==> src/usp_pkg.sv <==
package usp_pkg;
  // Core clock rate
  localparam int unsigned CLK_HZ           = 10_000_000;
  // Least external reset pulse, in ns
  localparam int unsigned EXT_RST_MIN_NS   = 15_000;
  // Least pulse in cycles, rounded up
  localparam int unsigned EXT_RST_MIN_CYC  =
    (EXT_RST_MIN_NS * (CLK_HZ / 1_000_000) + 999) / 1000;
  // Width of the pulse counter
  localparam int unsigned RST_CNT_W        = 8;
  localparam logic [RST_CNT_W-1:0] RST_CNT_MIN = RST_CNT_W'(EXT_RST_MIN_CYC);
  // Drive-low count load; the reset line is driven low for one cycle more than this
  localparam logic [RST_CNT_W-1:0] RST_DRIVE_CYC = 8'h10;
  localparam logic [RST_CNT_W-1:0] RST_CNT_ZERO  = 8'h00;
  localparam logic [RST_CNT_W-1:0] RST_CNT_ONE   = 8'h01;

  // Power budget threshold for the max power field
  localparam logic [7:0] MAX_POWER_LOW_LIMIT = 8'h32;

  // Status pin config fields
  localparam int unsigned STAT_CFG_W       = 4;
  localparam int unsigned STAT_POL_BIT     = 0;  // 1 = active high
  localparam int unsigned STAT_SEL_RST_BIT = 1;  // Bus reset condition
  localparam int unsigned STAT_SEL_SUS_BIT = 2;  // Suspend condition
  localparam int unsigned STAT_SEL_PWR_BIT = 3;  // Power budget condition
  // Default: active high, suspend only
  localparam logic [STAT_CFG_W-1:0] STAT_CFG_RESET = 4'h5;

  // Modem pin modes
  localparam int unsigned PIN_MODE_W       = 2;
  localparam logic [PIN_MODE_W-1:0] MODE_GPIO    = 2'h0;
  localparam logic [PIN_MODE_W-1:0] MODE_ALT1    = 2'h1;
  localparam logic [PIN_MODE_W-1:0] MODE_ALT2    = 2'h2;

  // Reset line sequencer states, Gray except on the wait to idle return
  typedef enum logic [1:0] {
    USP_RST_IDLE  = 2'b00,
    USP_RST_DRIVE = 2'b01,
    USP_RST_WAIT  = 2'b11
  } usp_rst_state_e;
endpackage

==> src/usp_top.sv <==
`timescale 1ns/1ps
// Functional notes
// - Drive reset line low on any reset
// - External reset needs 15 us low
// - Drop D+ pull-up without VBUS, self-powered
// - Status asserts during host bus reset
// - Status asserts while suspended
// - Low power budget: suspend only
// - High power budget: suspend or unconfigured
// - Polarity and conditions are configurable
// - Inactive level when no condition true
// - Default active high, suspend only
// - First modem pin: GPIO out or ready-in
// - Second modem pin: GPIO out or ready-out
// - Third modem pin: GPIO in, ring, wake
// - Pin modes revert on POR, bus reset
module usp_top
  import usp_pkg::*;
(
  input  wire logic                  clk_sys,
  input  wire logic                  rst_b,
  input  wire logic                  reg_reset_req,
  input  wire logic                  usb_bus_reset,
  input  wire logic                  usb_suspended,
  input  wire logic                  usb_configured,
  input  wire logic                  self_powered,
  input  wire logic [7:0]            max_power,
  input  wire logic                  bus_power_sense,
  output logic                       dplus_pullup_en,
  output logic                       device_reset,
  input  wire logic                  reset_line_in,
  output logic                       reset_line_out,
  output logic                       reset_line_oe,
  input  wire logic                  stat_cfg_we,
  input  wire logic [STAT_CFG_W-1:0] stat_cfg_wdata,
  output logic [STAT_CFG_W-1:0]      status_pin_config,
  output logic                       usb_state_indicator_out,
  output logic                       usb_state_indicator_oe,
  input  wire logic                  pin_mode_we,
  input  wire logic [PIN_MODE_W-1:0] ready_in_mode_wdata,
  input  wire logic [PIN_MODE_W-1:0] ready_out_mode_wdata,
  input  wire logic [PIN_MODE_W-1:0] ring_wake_mode_wdata,
  output logic [PIN_MODE_W-1:0]      ready_in_mode,
  output logic [PIN_MODE_W-1:0]      ready_out_mode,
  output logic [PIN_MODE_W-1:0]      ring_wake_mode,
  input  wire logic                  gpio9_out_val,
  input  wire logic                  dtr_active,
  input  wire logic                  gpio8_out_val,
  input  wire logic                  modem_ready_input_pin_in,
  output logic                       modem_ready_input_pin_out,
  output logic                       modem_ready_input_pin_oe,
  input  wire logic                  terminal_ready_output_pin_in,
  output logic                       terminal_ready_output_pin_out,
  output logic                       terminal_ready_output_pin_oe,
  input  wire logic                  ring_or_wake_input_pin_in,
  output logic                       ring_or_wake_input_pin_out,
  output logic                       ring_or_wake_input_pin_oe,
  output logic                       ring_or_wake_pullup_en,
  output logic                       dsr_asserted,
  output logic                       ring_asserted,
  output logic                       wake_request,
  output logic                       gpio7_in_val,
  output logic                       gpio9_in_val
);
  // Synchronised pin levels, DTR readback taken raw
  logic rst_pin_s;        // Reset line, high when idle
  logic vbus_s;           // Bus power sense
  logic dsr_pin_s;        // First modem pin input
  logic ri_pin_s;         // Third modem pin input
  logic dtr_pin_s;        // Unused readback path is not kept

  usp_sync #(.RESET_VAL(1'b1)) u_sync_rst
  (
    .clk_sys (clk_sys),
    .rst_b   (rst_b),
    .d_in    (reset_line_in),
    .q_out   (rst_pin_s)
  );

  usp_sync #(.RESET_VAL(1'b0)) u_sync_vbus
  (
    .clk_sys (clk_sys),
    .rst_b   (rst_b),
    .d_in    (bus_power_sense),
    .q_out   (vbus_s)
  );

  usp_sync #(.RESET_VAL(1'b1)) u_sync_dsr
  (
    .clk_sys (clk_sys),
    .rst_b   (rst_b),
    .d_in    (modem_ready_input_pin_in),
    .q_out   (dsr_pin_s)
  );

  usp_sync #(.RESET_VAL(1'b1)) u_sync_ri
  (
    .clk_sys (clk_sys),
    .rst_b   (rst_b),
    .d_in    (ring_or_wake_input_pin_in),
    .q_out   (ri_pin_s)
  );

  // Reset line sequencer state
  usp_rst_state_e         rst_state_reg;   // Sequencer state
  usp_rst_state_e         rst_state_next;
  logic [RST_CNT_W-1:0]   low_cnt_reg;     // External low pulse width
  logic [RST_CNT_W-1:0]   low_cnt_next;
  logic [RST_CNT_W-1:0]   drv_cnt_reg;     // Drive-low time left
  logic [RST_CNT_W-1:0]   drv_cnt_next;
  logic                   ext_rst_hit;     // Pulse long enough

  // External pulse counts only while we are not driving the line ourselves,
  // otherwise our own drive would look like an external reset
  assign ext_rst_hit = (rst_state_reg == USP_RST_IDLE) && !rst_pin_s &&
                       (low_cnt_reg >= (RST_CNT_MIN - RST_CNT_ONE));

  // Next state for the reset sequencer
  always_comb
  begin
    rst_state_next = rst_state_reg;
    low_cnt_next   = low_cnt_reg;
    drv_cnt_next   = drv_cnt_reg;
    case (rst_state_reg)
      USP_RST_IDLE:
      begin
        // Saturating width counter, cleared on release
        if (rst_pin_s)
          low_cnt_next = RST_CNT_ZERO;
        else if (low_cnt_reg != {RST_CNT_W{1'b1}})
          low_cnt_next = low_cnt_reg + RST_CNT_ONE;
        // Any reset source starts a drive phase
        if (reg_reset_req || usb_bus_reset || ext_rst_hit)
        begin
          rst_state_next = USP_RST_DRIVE;
          drv_cnt_next   = RST_DRIVE_CYC;
        end
      end
      USP_RST_DRIVE:
      begin
        // Hold while bus reset lasts, then count down
        if (usb_bus_reset)
          drv_cnt_next = RST_DRIVE_CYC;
        else if (drv_cnt_reg != RST_CNT_ZERO)
          drv_cnt_next = drv_cnt_reg - RST_CNT_ONE;
        else
          rst_state_next = USP_RST_WAIT;
      end
      USP_RST_WAIT:
      begin
        // Wait for the line to float back high before re-arming
        low_cnt_next = RST_CNT_ZERO;
        if (rst_pin_s)
          rst_state_next = USP_RST_IDLE;
      end
      default:
      begin
        rst_state_next = USP_RST_IDLE;
      end
    endcase
    if (!rst_b)
    begin
      // Power-on: start in drive so the line pulses low
      rst_state_next = USP_RST_DRIVE;
      low_cnt_next   = RST_CNT_ZERO;
      drv_cnt_next   = RST_DRIVE_CYC;
    end
  end

  // Sequencer registers
  always_ff @(posedge clk_sys)
  begin
    rst_state_reg <= rst_state_next;
    low_cnt_reg   <= low_cnt_next;
    drv_cnt_reg   <= drv_cnt_next;
  end

  // Open drain: drive low only while in drive phase
  assign reset_line_out = 1'b0;
  assign reset_line_oe  = (rst_state_reg == USP_RST_DRIVE);
  assign device_reset   = (rst_state_reg == USP_RST_DRIVE);

  // Configuration state
  logic [STAT_CFG_W-1:0] stat_cfg_reg;   // Status pin config
  logic [STAT_CFG_W-1:0] stat_cfg_next;
  logic [PIN_MODE_W-1:0] mode9_reg;      // First modem pin mode
  logic [PIN_MODE_W-1:0] mode9_next;
  logic [PIN_MODE_W-1:0] mode8_reg;      // Second modem pin mode
  logic [PIN_MODE_W-1:0] mode8_next;
  logic [PIN_MODE_W-1:0] mode7_reg;      // Third modem pin mode
  logic [PIN_MODE_W-1:0] mode7_next;
  logic                  cfg_clear;      // Reset of the three pin modes

  assign cfg_clear = !rst_b || usb_bus_reset || device_reset;

  // Next values for config; the clear wins, as the lost config is intended
  always_comb
  begin
    stat_cfg_next = stat_cfg_reg;
    mode9_next    = mode9_reg;
    mode8_next    = mode8_reg;
    mode7_next    = mode7_reg;
    if (stat_cfg_we)
      stat_cfg_next = stat_cfg_wdata;
    if (pin_mode_we)
    begin
      // Illegal codes fall back to GPIO on the two-mode pins
      mode9_next = (ready_in_mode_wdata == MODE_ALT1) ? MODE_ALT1 : MODE_GPIO;
      mode8_next = (ready_out_mode_wdata == MODE_ALT1) ? MODE_ALT1 : MODE_GPIO;
      mode7_next = (ring_wake_mode_wdata == MODE_ALT1 ||
                    ring_wake_mode_wdata == MODE_ALT2) ? ring_wake_mode_wdata : MODE_GPIO;
    end
    // Status config survives bus reset, else its bus reset select could never act
    if (!rst_b)
      stat_cfg_next = STAT_CFG_RESET;
    if (cfg_clear)
    begin
      mode9_next    = MODE_GPIO;
      mode8_next    = MODE_GPIO;
      mode7_next    = MODE_GPIO;
    end
  end

  // Config registers
  always_ff @(posedge clk_sys)
  begin
    stat_cfg_reg <= stat_cfg_next;
    mode9_reg    <= mode9_next;
    mode8_reg    <= mode8_next;
    mode7_reg    <= mode7_next;
  end

  assign status_pin_config = stat_cfg_reg;
  assign ready_in_mode     = mode9_reg;
  assign ready_out_mode    = mode8_reg;
  assign ring_wake_mode    = mode7_reg;

  // Status condition evaluation
  logic pwr_cond;     // Not safe to draw power
  logic stat_active;  // Any selected condition true
  logic stat_reg;     // Registered pin level
  logic stat_next;
  logic pull_reg;     // D+ pull-up enable
  logic pull_next;

  // High power devices also flag until configured
  assign pwr_cond = (max_power > MAX_POWER_LOW_LIMIT) ?
                    (usb_suspended || !usb_configured) :
                    usb_suspended;

  assign stat_active =
    (stat_cfg_reg[STAT_SEL_RST_BIT] && usb_bus_reset) ||
    (stat_cfg_reg[STAT_SEL_SUS_BIT] && usb_suspended) ||
    (stat_cfg_reg[STAT_SEL_PWR_BIT] && pwr_cond);

  // Next pin level and pull-up
  always_comb
  begin
    // Inactive level is the inverse of the active polarity
    stat_next = stat_active ? stat_cfg_reg[STAT_POL_BIT] :
                              !stat_cfg_reg[STAT_POL_BIT];
    // Bus-powered parts always see VBUS, so only self-powered gates it
    pull_next = self_powered ? vbus_s : 1'b1;
    if (!rst_b)
    begin
      stat_next = !STAT_CFG_RESET[STAT_POL_BIT];
      pull_next = 1'b0;
    end
  end

  // Status registers
  always_ff @(posedge clk_sys)
  begin
    stat_reg <= stat_next;
    pull_reg <= pull_next;
  end

  // Open drain: drive only the low level, weak pull-up gives the high
  assign usb_state_indicator_out = 1'b0;
  assign usb_state_indicator_oe  = !stat_reg;
  assign dplus_pullup_en         = pull_reg;

  // Modem pin drivers
  logic [2:0] pin_out_reg;   // Output levels for pins 9, 8, 7
  logic [2:0] pin_out_next;

  // Next output levels
  always_comb
  begin
    pin_out_next[0] = gpio9_out_val;
    pin_out_next[1] = (mode8_reg == MODE_ALT1) ? !dtr_active : gpio8_out_val;
    pin_out_next[2] = 1'b1;
    if (!rst_b)
      pin_out_next = 3'h3;
  end

  // Output level registers
  always_ff @(posedge clk_sys)
  begin
    pin_out_reg <= pin_out_next;
  end

  assign modem_ready_input_pin_out     = pin_out_reg[0];
  assign modem_ready_input_pin_oe      = (mode9_reg == MODE_GPIO);
  assign terminal_ready_output_pin_out = pin_out_reg[1];
  assign terminal_ready_output_pin_oe  = 1'b1;
  assign ring_or_wake_input_pin_out    = pin_out_reg[2];
  assign ring_or_wake_input_pin_oe     = 1'b0;
  assign ring_or_wake_pullup_en        = 1'b1;

  // Input decodes, active low functions
  assign dsr_asserted  = (mode9_reg == MODE_ALT1) && !dsr_pin_s;
  assign ring_asserted = (mode7_reg == MODE_ALT1) && !ri_pin_s;
  assign wake_request  = (mode7_reg == MODE_ALT2) && !ri_pin_s;
  assign gpio7_in_val  = ri_pin_s;
  assign gpio9_in_val  = dsr_pin_s;
  assign dtr_pin_s     = terminal_ready_output_pin_in;
endmodule

==> src/usp_sync.sv <==
`timescale 1ns/1ps
// Two flop synchroniser for one level
module usp_sync
  import usp_pkg::*;
#(
  parameter logic RESET_VAL = 1'b0
)
(
  input  wire logic clk_sys,
  input  wire logic rst_b,
  input  wire logic d_in,
  output logic      q_out
);
  logic meta_reg;   // First stage, read by second only
  logic sync_reg;   // Second stage
  logic meta_next;
  logic sync_next;

  // Next values: shift one stage
  always_comb
  begin
    meta_next = d_in;
    sync_next = meta_reg;
    if (!rst_b)
    begin
      meta_next = RESET_VAL;
      sync_next = RESET_VAL;
    end
  end

  // Registers only
  always_ff @(posedge clk_sys)
  begin
    meta_reg <= meta_next;
    sync_reg <= sync_next;
  end

  assign q_out = sync_reg;
endmodule

==> config.mk <==
export PLATFORM = sky130hd
export DESIGN_NAME = usp_top
export DESIGN_NICKNAME = d
export VERILOG_FILES = /design/src/usp_pkg.sv /design/src/usp_top.sv /design/src/usp_sync.sv
export SDC_FILE = /design/constraint.sdc
export NUM_CORES = 1
export LEC_CHECK = 0
export BUFFER_PORTS_ARGS = -buffer_cell sky130_fd_sc_hd__buf_2
export CORE_UTILIZATION = 27
export CTS_BUF_LIST = sky130_fd_sc_hd__clkbuf_16
export DETAILED_ROUTE_END_ITERATION = 8
export MAX_ROUTING_LAYER = met4
export SETUP_SLACK_MARGIN = 0.02
export SLEW_MARGIN = 20
export SYNTH_ARGS = -nofsm -noshare
export SYNTH_HDL_FRONTEND = slang
export SYNTH_SLANG_ARGS = --single-unit
==> constraint.sdc <==
create_clock -name clk_sys -period 2.1 [get_ports clk_sys]
set_clock_uncertainty 0.1 [all_clocks]
set_input_delay 0.315 -clock clk_sys [delete_from_list [all_inputs] [get_ports clk_sys]]
set_output_delay 0.315 -clock clk_sys [all_outputs]
set_load 0.005 [all_outputs]
==> results.tsv, run 1 <==
stage	metric	value	unit
run_status	status	finished, final reports clean	
yosys	ys_types	45	
grt	grt_pass1_wl	6.28	mm
clocking	cts_tree	yes	
clocking	root_buffer	clkbuf_16	
yosys	synth_top_cell_area_share	41.4	%
sta	max-slew-margin-rel	57.7	%
yosys	synth-seq-area-share	41.4	%
placed_design	dpl_cell_area	0.00223	mm²
worst_setup_path	cp.required	2.22	ns
worst_setup_path	crit_start	low_cnt_reg[0]$_SDFFE_PN0P_	
yosys	synth_compound_area_share	14.4	%
yosys	yosys.area.top_type	dfxtp_1	
routing	drc_errors	0	
yosys	synthXorXnorAreaFrac	1.39	%
finish	utilization	36.3	%
grt	grt_pass1_vias	1443	
yosys	synth_top_family_by_area	simple AND/OR/NAND/NOR gates	
finish	final-seq-area	782	µm²
finish	syn2layout_area_growth	30.1	%
routing	wl_per_cell	11.3	µm
worst_setup_path	end_kind	flop	
worst_setup_path	setup.worst_path.end	drv_cnt_reg[3]$_SDFFE_PN0P_	
clocking	insertion_delay	0.28	ns
sta	rsz0062_at_grt	false	
clocking	cts_buffers	5	
yosys	syn-cell-area	0.00189	mm²
power_and_ir_drop	powerDensity	995	mW/mm²
floorplan	die_area	0.00733	mm²
clocking	cts_sinks	39	
floorplan	start_util	27.9	%
yosys	synth_fa_ha_area_share	4.64	%
clocking	hold_buffers	0	
yosys	yosys_warnings	0	
yosys	yosys-top-cells-area	dfxtp_1 41%, ha_1 4.6%, nand2b_1 3.6%	
worst_setup_path	cpPeakStageDelay	0.50	ns
worst_setup_path	worst-r2r-cell-count	7	
worst_setup_path	cp.arrival	2.11	ns
power_and_ir_drop	p_leak	0.00103	µW
finish	multi_input_area	0.00103	mm²
finish	filler_cell_count	709	
clocking	h-tree-depth	2	
sta	fin_crit_sh	94.8	%
yosys	muxShareOfSynthArea	3.18	%
sta	setup-tns-final	0	ns
routing	ant_nets	0	
yosys	synthArstFlopShare	0	%
yosys	synthCells	215	
routing	wl	4.05	mm
sta	hold_violations	0	
yosys	synth_flop_cell	dfxtp_1	
placed_design	io_buffer_count	54	
yosys	synth_seq_cells	39	
finish	stdcell_count	358	
grt	antenna_found_initial	0	
floorplan	die-width	85.6	µm
sta	period_needed	1.99	ns
placed_design	hpwlAfterDp	2.86	mm
sta	setup_viol	0	
grt	grt_start_max_net_pins	23	
yosys	synthSimpleGateAreaFrac	27.3	%
run	cap_violations	0	
clocking	clkSlewWorstSetupHoldPaths	0.06	ns
floorplan	rows	30	
power_and_ir_drop	ir_drop	0.414	mV
sta	fmax	502	MHz
floorplan	core_area	0.00676	mm²
yosys	synthTopCellsByCount	39 x dfxtp_1, 16 x nor2_1, 15 x nand2_1	
finish	fin_area	0.00245	mm²
routing	via_per_inst	4.68	
worst_setup_path	path_class	flop to flop	
placed_design	place.gp.congestion	0.753	
floorplan	boundaryPins	63	
grt	gr-total-overflow	0	
yosys	synthMostInstantiatedCell	dfxtp_1	
worst_setup_path	r2r_end	drv_cnt_reg[3]$_SDFFE_PN0P_	
placed_design	dp.cells	346	
worst_setup_path	critPathMaxFanout	8	
finish	fin_nets	319	
worst_setup_path	rrSetupSlack	0.11	ns
routing	first_pass_iters	4	
worst_setup_path	start_kind	flop	
yosys	synth-edff-count	0	
worst_hold_path	hp-class	input port to flop	
sta	worstMarginPinSlew	0.631	ns
floorplan	die_y	85.6	µm
worst_setup_path	path_cells	inv_1 -> ha_1 -> nor2b_1 -> o21ai_2 -> a31oi_4 -> or4_1 -> a21oi_1	
grt	gr-usage-all-layers	11.1	%
sta	report.final.slew_viol_count	0	
clocking	cts_max_path_buffers	2	
finish	drive_above_1_share	29.9	%
worst_setup_path	r2r_start	low_cnt_reg[0]$_SDFFE_PN0P_	
worst_setup_path	cpMaxStageDelayCell	or4_1	
routing	dr_total_vias	1676	
finish	diodes	0	
yosys	avgSynthCellArea	8.78	µm²
routing	drt_iter0_drc	70	
[critical path, delay by kind of cell (launching register included)]
kind | cells | cell delay (ns)
buffers and inverters | 1 | 0.06
adders and majority gates | 1 | 0.18
DFF | 1 | 0.36
and+or+nand+nor | 2 | 0.63
AOI/OAI and AO/OA | 3 | 0.59
[placed cells by master, fill, tap and decap left out, types with 7 or more instances in the layout]
master / n
nand2b_1: 11
buf_4: 9
dfxtp_1: 38
o21ai_0: 11
a21oi_1: 10
nor2b_1: 8
inv_1: 12
buf_2: 54
conb_1: 7
nor2_1: 16
nand2_1: 15
[worst min-delay path by stage]
stage | startpoint | to | slack, ns | cells past startpoint
floorplan | rst_b | pin_out_reg[2]$_DFF_P_ | 0.24 | 0
global placement | u_sync_rst.meta_reg$_SDFF_PN1_ | u_sync_rst.q_out$_SDFF_PN1_ | 0.29 | 1
detailed placement | u_sync_ri.meta_reg$_SDFF_PN1_ | u_sync_ri.q_out$_SDFF_PN1_ | 0.29 | 1
CTS | reset_line_in | u_sync_rst.meta_reg$_SDFF_PN1_ | 0.11 | 2
global route | reset_line_in | u_sync_rst.meta_reg$_SDFF_PN1_ | 0.12 | 2
finish | reset_line_in | u_sync_rst.meta_reg$_SDFF_PN1_ | 0.11 | 2
[area by class of cell]
type,count,area share (%)
repair buffers,63,13.8
flip-flops and latches,39,31.9
well taps,80,4.08
clock buffers,5,5.10
multi-input cells,156,41.8
clock inverters,3,1.58
inverters,12,1.83
[what timing repair did]
action | in CTS | in global routing
setup endpoints to repair | 8 | 7
gates resized for setup | 1 | 5
setup buffers | 0 | 3
gates cloned | 0 | 1
pin swaps | 0 | 2
[routing by layer]
layer | global-route usage (%) | wire (µm) | vias to the layer above
met2 | 17.7 | 1880 | 37
met5 | - | 0 | -
li1 | - | - | 864
met1 | 13.3 | 1930 | 770
met3 | 2.79 | 186 | 5
met4 | 4.55 | 52 | 0
[report_power, final]
| group | leakage [µW] | internal (µW) | switching [µW] | total, µW |
|---|---|---|---|---|
| registers | 0.000320 | 826 | 62.2 | 888 |
| logic | 0.000630 | 330 | 384 | 714 |
| clock network | 0.0000812 | 553 | 288 | 841 |
| total | 0.00103 | 1710 | 733 | 2440 |
[cell families after synthesis]
group | count (synthesis)
buf+inv | 26
compound gates | 40
fa+ha+maj | 7
other cells | 2
xor+xnor | 3
mux | 6
flops | 39
simple gates | 92
[metrics by stage]
step                setup WS, ns  hold WS [ns]  total power, µW
floorplan                  0.181         0.243             1430
global placement          0.0333         0.288             1560
CTS                       0.0426         0.107             2430
global route              0.0181         0.116             2590
finish                     0.109         0.113             2440
detailed placement       -0.0353         0.292             1570
Note: power is estimated with default switching activity, not from simulation.
==> inputs of run 2 (changes only) <==
--- a/config.mk
+++ b/config.mk
@@ -10,7 +10,7 @@
 export CTS_BUF_LIST = sky130_fd_sc_hd__clkbuf_16
 export DETAILED_ROUTE_END_ITERATION = 8
 export MAX_ROUTING_LAYER = met4
-export SETUP_SLACK_MARGIN = 0.02
+export SETUP_SLACK_MARGIN = 0.3
 export SLEW_MARGIN = 20
 export SYNTH_ARGS = -nofsm -noshare
 export SYNTH_HDL_FRONTEND = slang
==> results.tsv, run 2 (same netlist as run 1, synthesis figures left out) <==
stage	metric	value	unit	change
finish	drive_above_1_share	42.9	%	+13 points
routing	dr_total_vias	1751		+4.5%
sta	setup-tns-final	0	ns	unchanged
routing	routed.top_layer	met4		
finish	fin_nets	330		+3.4%
run_status	status	finished, final reports clean		
worst_setup_path	path_cells	inv_2 -> ha_4 -> nor2b_4 -> o21ai_4 -> a31oi_4 -> buf_4 -> o31ai_4 -> o311a_1		
sta	fmax	538	MHz	+7.2%
placed_design	hpwlAfterDp	2.88	mm	+0.79%
worst_setup_path	cpMaxStageDelayCell	dfxtp_2		
clocking	h-tree-depth	2		unchanged
clocking	insertion_delay	0.29	ns	about the same
routing	drt_iter0_drc	44		-37%
grt	antenna_found_initial	0		unchanged
clocking	cts_max_path_buffers	2		unchanged
worst_setup_path	crit_cells	8		+1
grt	gr-usage-all-layers	12.1	%	+1.0 points
worst_setup_path	critPathMaxFanout	8		unchanged
sta	period_needed	1.86	ns	-0.133 ns
worst_setup_path	worst-r2r-cell-count	8		+1
sta	max-slew-margin-rel	66.8	%	+9.1 points
sta	setup_slack	0.242	ns	+0.133 ns
sta	fin_crit_sh	88.5	%	-6.3 points
clocking	clkSlewWorstSetupHoldPaths	0.06	ns	about the same
sta	rsz0062_at_grt	true		
sta	worstMarginPinSlew	0.492	ns	-0.139 ns
routing	wl_met1	2.03	mm	+4.8%
clocking	cts_sinks	39		unchanged
clocking	cts_tree	yes		
floorplan	die_area	0.00733	mm²	unchanged
power_and_ir_drop	powerDensity	1030	mW/mm²	+3.9%
clocking	hold_buffers	0		unchanged
finish	filler_cell_count	668		-5.8%
finish	final_cell_mix	55 x buf_2, 34 x dfxtp_1, 16 x nor2_1, 14 x nand2_1, 14 x buf_4		
floorplan	core_area	0.00676	mm²	unchanged
routing	drc_errors	0		unchanged
floorplan	rows	30		unchanged
clocking	root_buffer	clkbuf_16		
worst_hold_path	worstHoldPathCells	2		unchanged
floorplan	die_y	85.6	µm	unchanged
routing	ant_nets	0		unchanged
worst_setup_path	end_kind	flop		
power_and_ir_drop	power.total	2860	µW	+17%
grt	grt_start_max_net_pins	23		unchanged
worst_setup_path	cp.required	2.22	ns	about the same
power_and_ir_drop	ir_drop	0.510	mV	+23%
placed_design	detailedPlace.worstSlack	0.102	ns	+0.137 ns
grt	gr-total-overflow	0		unchanged
routing	first_pass_iters	4		unchanged
finish	diodes	0		unchanged
sta	setup_viol	0		unchanged
placed_design	io_buffer_count	54		unchanged
floorplan	die-width	85.6	µm	unchanged
worst_setup_path	cp.arrival	1.98	ns	-0.13 ns
worst_setup_path	start_kind	flop		
sta	hold_violations	0		unchanged
power_and_ir_drop	p_leak	0.00114	µW	+10%
routing	via_per_inst	4.75		+1.4%
routing	wl	4.69	mm	+16%
grt	grt_pass1_wl	6.67	mm	+6.1%
worst_setup_path	critPathBufInv	2		+1
routing	met3WireLength	256	µm	+38%
worst_setup_path	critPathTopFamily	compound AO/OA/AOI/OAI gates		
worst_setup_path	cpPeakStageDelay	0.36	ns	-0.14 ns
finish	syn2layout_area_growth	46.8	%	
floorplan	start_util	27.9	%	unchanged
run	cap_violations	0		unchanged
routing	wl_per_cell	12.7	µm	+12%
sta	report.final.slew_viol_count	0		unchanged
routing	wl_met2	2.30	mm	+22%
finish	layout_commonest_cell	buf_2		
grt	grt_pass1_vias	1494		+3.5%
clocking	cts_buffers	5		unchanged
placed_design	place.gp.congestion	0.809		+7.4%
floorplan	boundaryPins	63		unchanged
worst_setup_path	path_class	flop to flop		
worst_hold_path	hp-class	input port to flop		
run 2: path summary, 6_finish.rpt:
kind / startpoint / endpoint / slack (ns)
hold / removal: reset_line_in / u_sync_rst.meta_reg$_SDFF_PN1_ / 0.10
setup reg to reg: low_cnt_reg[0]$_SDFFE_PN0P_ / rst_state_reg[1]$_SDFFE_PN0P_ / 0.24
hold reg to reg: u_sync_ri.meta_reg$_SDFF_PN1_ / u_sync_ri.q_out$_SDFF_PN1_ / 0.31
setup / recovery: low_cnt_reg[0]$_SDFFE_PN0P_ / rst_state_reg[1]$_SDFFE_PN0P_ / 0.24
run 2: worst register-to-register path, stage by stage, from the launching register on:
cell	delay (ns)
dfxtp_2	0.36
inv_2	0.06
ha_4	0.16
nor2b_4	0.13
o21ai_4	0.18
a31oi_4	0.16
buf_4	0.19
o31ai_4	0.25
o311a_1	0.21
run 2: repair_timing:
action / CTS / global route
gates resized for setup: 17 / 35
pin swaps: 8 / 20
buffers inserted: 11 / 6
setup endpoints to repair: 18 / 17
cloned: 0 / 1
run 2: where the power goes:
part	switching, µW	leakage, µW	total [µW]	internal (µW)
sequential	86.5	0.000322	921	835
combinational	507	0.000731	1070	563
clock	310	0.0000838	870	560
run 2: layer usage:
layer	track usage (%)	vias to the layer above
met5	-	-
met3	3.85	10
met2	19.1	45
met4	6.67	0
met1	13.6	816
li1	-	880
run 2: through the flow:
stage          utilization (%)  std cells  hold WS (ns)  area (µm²)
2_1_floorplan                -        220         0.243        1930
3_5_place_dp              33.0        343         0.298        2230
5_1_grt                   41.0        369        0.0971        2770
3_3_place_gp              33.0        343         0.290        2230
4_1_cts                   37.5        362         0.102        2540
6_report                  41.0        369         0.103        2770
run 2: layout make-up:
cell class / count / area, µm² / share of cell area [%]
sequential: 39 / 790 / 28.5
timing repair buffer: 75 / 448 / 16.2
clock buffer: 5 / 125 / 4.52
multi-input combinational: 155 / 1210 / 43.9
clock inverter: 3 / 43.8 / 1.58
tap: 80 / 100 / 3.61
inverter: 12 / 47.5 / 1.72
